File: config.mk
export PLATFORM = sky130hd
export DESIGN_NAME = sram_host
export DESIGN_NICKNAME = d
export VERILOG_FILES = /design/src/core/sram_host_pkg.sv /design/src/core/sram_host.sv
export SDC_FILE = /design/constraint.sdc
export NUM_CORES = 1
export LEC_CHECK = 0
export ABC_AREA = 1
export ABC_CLOCK_PERIOD_IN_PS = 1850
export BUFFER_PORTS_ARGS = -buffer_cell sky130_fd_sc_hd__buf_2
export CORE_UTILIZATION = 51
export CTS_BUF_LIST = sky130_fd_sc_hd__clkbuf_8
export DETAILED_ROUTE_END_ITERATION = 16
export GPL_TIMING_DRIVEN = 0
export PLACE_DENSITY = 0.75
export RECOVER_POWER = 50
export SYNTH_ARGS = -nofsm -noshare
export SYNTH_HDL_FRONTEND = slang
export SYNTH_SLANG_ARGS = --single-unit
File: constraint.sdc
create_clock -name clock_i -period 1.85 [get_ports clock_i]
set_input_delay 0.2775 -clock clock_i [delete_from_list [all_inputs] [get_ports clock_i]]
set_output_delay 0.2775 -clock clock_i [all_outputs]
set_load 0.05 [all_outputs]
File: src/core/sram_host_pkg.sv
// constants for the battery-backed static memory host controller
package sram_host_pkg;
	localparam int ADDR_W = 19;                 // address lines
	localparam int DATA_W = 8;                  // data lines
	localparam int CLK_PERIOD_NS = 40;          // 25 MHz
	// read timing, ns
	localparam int ADDRESS_ACCESS_TIME_NS = 85;
	localparam int SELECT_ACCESS_TIME_NS = 85;
	localparam int OUTPUT_ENABLE_ACCESS_TIME_NS = 45;
	// write timing, ns
	localparam int STROBE_PULSE_NS = 65;
	localparam int DATA_SETUP_TO_STROBE_END_NS = 35;
	localparam int STROBE_RELEASE_TO_ADDRESS_CHANGE_NS = 15;
	localparam int DATA_HOLD_AFTER_STROBE_END_NS = 10;
	// power-up recovery, us
	localparam int POWERUP_RECOVERY_TIME_US = 120;
	// derived cycle counts: least times round up
	localparam int READ_CYC = (ADDRESS_ACCESS_TIME_NS + CLK_PERIOD_NS - 1) / CLK_PERIOD_NS;
	localparam int WRITE_CYC = (STROBE_PULSE_NS + CLK_PERIOD_NS - 1) / CLK_PERIOD_NS;
	localparam int HOLD_CYC = (STROBE_RELEASE_TO_ADDRESS_CHANGE_NS + CLK_PERIOD_NS - 1)
		/ CLK_PERIOD_NS;
	localparam int RECOVERY_CYC = POWERUP_RECOVERY_TIME_US * 1000 / CLK_PERIOD_NS;
	localparam int CNT_W = 8;
	typedef enum logic [2:0] {ST_RECOVER, ST_IDLE, ST_READ, ST_WRITE, ST_HOLD} state_t;
endpackage

File: src/core/sram_host.sv
// host controller driving the battery-backed static memory pins
`timescale 1ns/10ps
module sram_host #(
	parameter int RECOVERY_CYCLES = sram_host_pkg::RECOVERY_CYC
) (
	input  wire logic                              clock_i,
	input  wire logic                              reset_i,
	input  wire logic                              req_valid_i,
	output logic                                   req_ready_o,
	input  wire logic                              req_write_i,
	input  wire logic [sram_host_pkg::ADDR_W-1:0]  req_addr_i,
	input  wire logic [sram_host_pkg::DATA_W-1:0]  req_wdata_i,
	output logic                                   rsp_valid_o,
	output logic [sram_host_pkg::DATA_W-1:0]       rsp_rdata_o,
	input  wire logic                              power_good_i,
	output logic [sram_host_pkg::ADDR_W-1:0]       address_bus_o,
	output logic                                   select_n_o,
	output logic                                   output_enable_n_o,
	output logic                                   write_strobe_n_o,
	input  wire logic [sram_host_pkg::DATA_W-1:0]  data_bus_i,
	output logic [sram_host_pkg::DATA_W-1:0]       data_bus_o,
	output logic                                   data_bus_oe_o
);
	import sram_host_pkg::*;

	state_t                state_q, state_d;
	logic [31:0]           rec_cnt_q;
	logic [CNT_W-1:0]      cnt_q;
	logic [ADDR_W-1:0]     addr_q;
	logic [DATA_W-1:0]     wdata_q;
	logic [DATA_W-1:0]     rdata_q;
	logic                  rsp_q;
	logic                  pg_meta_q, pg_q;
	logic [DATA_W-1:0]     dq_meta_q, dq_q;
	logic                  cnt_done;
	logic                  take;
	logic                  wdata_drive_q;

	// pins pass two flops before use
	always_ff @(posedge clock_i) begin
		pg_meta_q <= power_good_i;
		pg_q      <= pg_meta_q;
		dq_meta_q <= data_bus_i;
		dq_q      <= dq_meta_q;
	end

	// a new cycle only in idle with power good: after recovery, or after a cycle that ends with power good
	assign req_ready_o = (state_q == ST_IDLE) && pg_q;
	assign take        = req_valid_i && req_ready_o;
	assign cnt_done    = (cnt_q == '0);

	// next state; a started cycle always completes even if power fails
	always_comb begin
		state_d = state_q;
		case (state_q)
			ST_RECOVER: if (rec_cnt_q == '0 && pg_q) state_d = ST_IDLE;
			// a supply drop while idle restarts recovery, so ready cannot skip it
			ST_IDLE: begin
				if (!pg_q) state_d = ST_RECOVER;
				else if (take) state_d = req_write_i ? ST_WRITE : ST_READ;
			end
			ST_READ: if (cnt_done) state_d = ST_HOLD;
			ST_WRITE: if (cnt_done) state_d = ST_HOLD;
			ST_HOLD: if (cnt_done) state_d = pg_q ? ST_IDLE : ST_RECOVER;
			default: state_d = ST_RECOVER;
		endcase
	end

	// state, counters and captured request
	always_ff @(posedge clock_i) begin
		if (reset_i) begin
			state_q   <= ST_RECOVER;
			rec_cnt_q <= 32'(RECOVERY_CYCLES);
			cnt_q     <= '0;
			addr_q    <= '0;
			wdata_q   <= '0;
			rdata_q   <= '0;
			rsp_q     <= 1'b0;
		end else begin
			state_q <= state_d;
			rsp_q   <= 1'b0;
			// recovery restarts whenever supply drops
			if (!pg_q) rec_cnt_q <= 32'(RECOVERY_CYCLES);
			else if (rec_cnt_q != '0) rec_cnt_q <= rec_cnt_q - 32'd1;
			if (!cnt_done) cnt_q <= cnt_q - CNT_W'(1);
			if (take) begin
				addr_q  <= req_addr_i;
				wdata_q <= req_wdata_i;
				// read waits the access time plus two sync stages
				cnt_q   <= req_write_i ? CNT_W'(WRITE_CYC - 1) : CNT_W'(READ_CYC + 1);
			end
			if (state_q == ST_READ && cnt_done) begin
				rdata_q <= dq_q;
				rsp_q   <= 1'b1;
			end
			if ((state_q == ST_READ || state_q == ST_WRITE) && cnt_done)
				cnt_q <= CNT_W'(HOLD_CYC - 1);
		end
	end

	// pin drive: strobes from state, address held through the cycle
	assign address_bus_o     = addr_q;
	assign select_n_o        = !(state_q == ST_READ || state_q == ST_WRITE);
	assign write_strobe_n_o  = !(state_q == ST_WRITE);
	assign output_enable_n_o = !(state_q == ST_READ);
	// data driven through write and the hold after it
	assign data_bus_oe_o     = (state_q == ST_WRITE) || (state_q == ST_HOLD && write_strobe_n_o
		&& wdata_drive_q);
	assign data_bus_o        = wdata_q;
	assign rsp_valid_o       = rsp_q;
	assign rsp_rdata_o       = rdata_q;

	// remembers that the hold phase follows a write
	always_ff @(posedge clock_i) begin
		if (reset_i) wdata_drive_q <= 1'b0;
		else if (take) wdata_drive_q <= req_write_i;
	end

	property p_write_addr_stable;
		@(posedge clock_i) disable iff (reset_i)
		(!write_strobe_n_o && $past(!write_strobe_n_o)) |-> $stable(address_bus_o);
	endproperty
	a_write_addr_stable: assert property (p_write_addr_stable) else $error("address moved");

	property p_oe_high_in_write;
		@(posedge clock_i) disable iff (reset_i)
		!write_strobe_n_o |-> output_enable_n_o && data_bus_oe_o;
	endproperty
	a_oe_high_in_write: assert property (p_oe_high_in_write) else $error("oe low in write");

	property p_hold_after_end;
		@(posedge clock_i) disable iff (reset_i)
		$rose(select_n_o) |-> select_n_o && req_ready_o == 1'b0;
	endproperty
	a_hold_after_end: assert property (p_hold_after_end) else $error("no hold gap");

	property p_data_after_write;
		@(posedge clock_i) disable iff (reset_i)
		$rose(write_strobe_n_o) |-> data_bus_oe_o && $stable(data_bus_o);
	endproperty
	a_data_after_write: assert property (p_data_after_write) else $error("data hold lost");

	property p_write_width;
		@(posedge clock_i) disable iff (reset_i)
		$fell(write_strobe_n_o) |-> !write_strobe_n_o [*2];
	endproperty
	a_write_width: assert property (p_write_width) else $error("strobe too short");

	property p_no_start_when_bad;
		@(posedge clock_i) disable iff (reset_i)
		(!pg_q && state_q == ST_IDLE) |=> select_n_o;
	endproperty
	a_no_start_when_bad: assert property (p_no_start_when_bad) else $error("start in bad power");

	property p_read_time;
		@(posedge clock_i) disable iff (reset_i)
		$fell(output_enable_n_o) |-> !output_enable_n_o [*5] ##1 rsp_valid_o;
	endproperty
	a_read_time: assert property (p_read_time) else $error("read timing");

	property p_recovery;
		@(posedge clock_i) disable iff (reset_i)
		$fell(pg_q) |=> !req_ready_o [*8];
	endproperty
	a_recovery: assert property (p_recovery) else $error("ready during recovery");

	// pin sequencing and handshake checks; the strobe must never be low outside a select
	property p_strobe_in_select;
		@(posedge clock_i) disable iff (reset_i)
		!write_strobe_n_o |-> !select_n_o;
	endproperty
	a_strobe_in_select: assert property (p_strobe_in_select) else $error("strobe alone");

	property p_no_drive_in_read;
		@(posedge clock_i) disable iff (reset_i)
		!output_enable_n_o |-> !data_bus_oe_o;
	endproperty
	a_no_drive_in_read: assert property (p_no_drive_in_read) else $error("bus fight");

	property p_rsp_pulse;
		@(posedge clock_i) disable iff (reset_i)
		rsp_valid_o |=> !rsp_valid_o;
	endproperty
	a_rsp_pulse: assert property (p_rsp_pulse) else $error("response too long");

	property p_bad_power_idle;
		@(posedge clock_i) disable iff (reset_i)
		!pg_q |=> !req_ready_o;
	endproperty
	a_bad_power_idle: assert property (p_bad_power_idle) else $error("ready in bad power");

	property p_write_data_stable;
		@(posedge clock_i) disable iff (reset_i)
		(!write_strobe_n_o && $past(!write_strobe_n_o)) |-> $stable(data_bus_o);
	endproperty
	a_write_data_stable: assert property (p_write_data_stable) else $error("data moved");

	property p_read_addr_stable;
		@(posedge clock_i) disable iff (reset_i)
		(!output_enable_n_o && $past(!output_enable_n_o)) |-> $stable(address_bus_o);
	endproperty
	a_read_addr_stable: assert property (p_read_addr_stable) else $error("read addr moved");
endmodule // sram_host

==> flow_summary.ini <==
[status]
status = finished, final reports clean

[place]
io_buffers = 79
pre_cts_slack_ns = 0.0637
dp_cells = 724
place.gp.congestion = 0.905
dp_hpwl_mm = 6.82

[worst_hold_path]
hp-start = req_addr_i[13]
holdPathEnd = address_bus_o[13]$_SDFFE_PP0P_
hold_depth = 3
min_path_type = in2reg

[cts]
cts_made_buffers = 9
path_clk_slew_ns = 0.11
max-clock-path-buffers = 2
cts_tree = built
clock-root-buffer = clkbuf_8
cts_sinks = 98
clk_latency_ns = 0.37
htree_levels = 3

[global_routing]
antenna_found_initial = 0
overflow = 0
grt_pass1_vias = 3588
grt_max_degree = 21
grt_pass1_wl_mm = 15.8
track_usage_pct = 23.5

[layout]
area_growth_pct = 19.0
antennaDiodeCount = 0
drive_above_1_share_pct = 15.6
stdcell_count = 749
utilization_pct = 63.1
multiInputGateArea_sq_mm = 0.00194
nFillCells = 699
nets = 685
regArea_sq_mm = 0.00196

[timing]
slew_headroom_pct = 58.9
fin_ws_ns = 0.146
fin_crit_ns = 1.70
hold_viol = 0
setup_viol = 0
fin_crit_sh_pct = 92.1
tightest_slew_ns = 0.619
finClkSkew_ns = 0.0191
fin_hold_ws_ns = 0.135
rsz0062_at_grt = no
setup_tns_ns = 0
drv_slew = 0
timing.fmax_ghz = 0.587

[detailed_routing]
drt-initial-drc-count = 227
vias = 3658
postRouteAntennaNets = 0
avgViaCountPerCell = 4.88
wl_per_cell_microns = 12.3
drt_wl_total_mm = 9.20
drc_errors = 0
dr.pass1.iters = 5

[power_and_ir_drop]
power_density_mw_per_mm2 = 976
vdd_drop_max_mv = 0.639
leakage_nw = 2.12

[flow_run]
max_cap_violations = 0

[logic_synthesis]
seq_area_frac_synth_pct = 47.9
yosys_warnings = 0
synth.cell_area_sq_mm = 0.00410
synth_fp_nets = 586
synth_cells = 543
syn_avg_cell_area_sq_um = 7.54
ys_seq_elements = 98
synthDistinctLibCells = 32

[die]
pin_count = 81
die_y_microns = 91.6
dieArea_sq_mm = 0.00839
core-area_sq_mm = 0.00773
fp.dieW_microns = 91.6
num_rows = 32
start_util_pct = 53.0

[critical_path]
required_ns = 2.09
worstPathMaxFanout = 10
slowest_delay_ns = 0.36
slowest_stage = dfxtp_1
rrSetupSlack_ns = 0.15
worstRegToRegCells = 10
r2r_start = rec_cnt_q[0]$_SDFFE_PP0P_
worstSetupPathType = reg2reg
cp_cell_sequence = inv_1 -> ha_4 -> nand2_4 -> nor2_8 -> nand2_4 -> nor2_8 -> inv_2 -> buf_6 -> nand2_1 -> nor2_1
crit_arrival_ns = 1.94
end_kind = flip-flop
start_kind = flip-flop
r2r_end = rec_cnt_q[20]$_SDFFE_PP0P_
## final cells by class
class	count	share of cell area (%)
Buffer	14	1.72
Clock buffer	9	2.54
Clock inverter	7	1.57
Inverter	32	2.46
Multi-Input combinational cell	399	39.7
Sequential cell	98	40.3
Tap cell	102	2.62
Timing Repair Buffer	88	9.09
## how the worst max path moves through the flow
stage	start	end
2_1_floorplan	state_q[1]$_SDFFE_PP0P_	state_q[0]$_SDFFE_PP0P_
3_3_place_gp	rec_cnt_q[0]$_SDFFE_PP0P_	rec_cnt_q[12]$_SDFFE_PP0P_
3_5_place_dp	rec_cnt_q[0]$_SDFFE_PP0P_	rec_cnt_q[20]$_SDFFE_PP0P_
4_1_cts	rec_cnt_q[0]$_SDFFE_PP0P_	rec_cnt_q[20]$_SDFFE_PP0P_
5_1_grt	rec_cnt_q[0]$_SDFFE_PP0P_	rec_cnt_q[20]$_SDFFE_PP0P_
6_report	rec_cnt_q[0]$_SDFFE_PP0P_	rec_cnt_q[20]$_SDFFE_PP0P_
## what timing repair did
item,4_1_cts,5_1_grt
gates resized for setup,0,4
setup buffers,0,0
hold buffers,9,0
endpoints found under the setup margin,0,27
hold endpoints to repair,9,0
## registers in the layout (all words and copies together) (netlist names)
signal / count
address_bus_o: 19
cnt_q: 8
data_bus_o: 8
dq_meta_q: 8
dq_q: 8
pg_meta_q: 1
pg_q: 1
rec_cnt_q: 32
rsp_rdata_o: 8
rsp_valid_o: 1
state_q: 3
wdata_drive_q: 1
## power by group
part | total [mW] | internal (mW) | switching (mW)
combinational | 1.02 | 0.353 | 0.666
sequential | 2.36 | 2.26 | 0.101
clock | 1.38 | 0.539 | 0.844
## cell families after synthesis
| kind of cell | after synthesis | share of synthesized area, % |
|---|---|---|
| adder cells (fa/ha/maj) | 3 | 0.917 |
| XOR/XNOR | 26 | 5.56 |
| AO/OA/AOI/OAI | 55 | 7.12 |
| flip-flops | 98 | 47.9 |
| AND/OR/NAND/NOR | 315 | 33.5 |
| buffers and inverters | 46 | 4.98 |
## synth_stat cells
cell type	number	area, sq um
buf_6	4	45.0
nand2_2	5	31.3
nor4_1	1	6.26
nand2_4	2	22.5
nor3b_1	3	22.5
xnor2_1	16	140
buf_2	1	5.00
nand3_2	1	10.0
nor2_2	13	81.3
ha_1	3	37.5
nand3_1	13	65.1
inv_1	25	93.8
nand3b_1	1	7.51
inv_2	7	26.3
nand4_1	1	6.26
nand2_1	157	589
nor2_4	4	45.0
o21ai_0	13	65.1
clkbuf_1	9	33.8
a31oi_1	1	6.26
nor3_2	3	30.0
o211ai_1	2	15.0
nor2_8	2	40.0
nor3_1	3	15.0
or2_0	1	6.26
a211oi_2	1	12.5
o21ai_1	1	5.00
dfxtp_1	98	1960
a21oi_1	36	180
a211oi_1	1	7.51
nor2_1	105	394
xor2_1	10	87.6
## worst max-delay path: cells and delay by family (launching register included)
kind / cells / cell delay (ns)
adders and majority gates: 1 / 0.19
buffers and inverters: 3 / 0.38
DFF: 1 / 0.36
and+or+nand+nor: 6 / 0.65
## metrics by stage
step / instance area [sq um] / power (mW)
after floorplan: 4100 / 3.17
after global placement: 4620 / 3.36
after detailed placement: 4620 / 3.40
after CTS: 4910 / 4.80
after global routing: 4870 / 5.03
final: 4870 / 4.76
## cell usage in the layout (no fill, tap or decap), types with 4 or more instances in the layout
| cell | Yosys | final |
|---|---|---|
| nor2_1 | 105 | 104 |
| dfxtp_1 | 98 | 98 |
| nand2_2 | 5 | 4 |
| o21ai_0 | 13 | 13 |
| inv_1 | 25 | 27 |
| a21oi_1 | 36 | 36 |
| buf_6 | 4 | 4 |
| clkbuf_1 | 9 | 45 |
| clkbuf_8 | 0 | 9 |
| xor2_1 | 10 | 10 |
| nor2_2 | 13 | 15 |
| buf_2 | 1 | 41 |
| xnor2_1 | 16 | 16 |
| nand3_1 | 13 | 13 |
| dlygate4sd3_1 | 0 | 9 |
| nand2_1 | 157 | 158 |
| inv_2 | 7 | 5 |
## per-layer routing
| layer | wire length (microns) | track usage (%) | share of wire, % | vias to the layer above |
|---|---|---|---|---|
| li1 | - | - | - | 1892 |
| met1 | 4150 | 28.4 | 45 | 1674 |
| met2 | 4570 | 41.5 | 50 | 83 |
| met3 | 384 | 5.72 | 4.2 | 9 |
| met4 | 102 | 6.08 | 1.1 | 0 |
| met5 | 0 | 0 | 0 | - |
(Power assumes the default switching activity.)
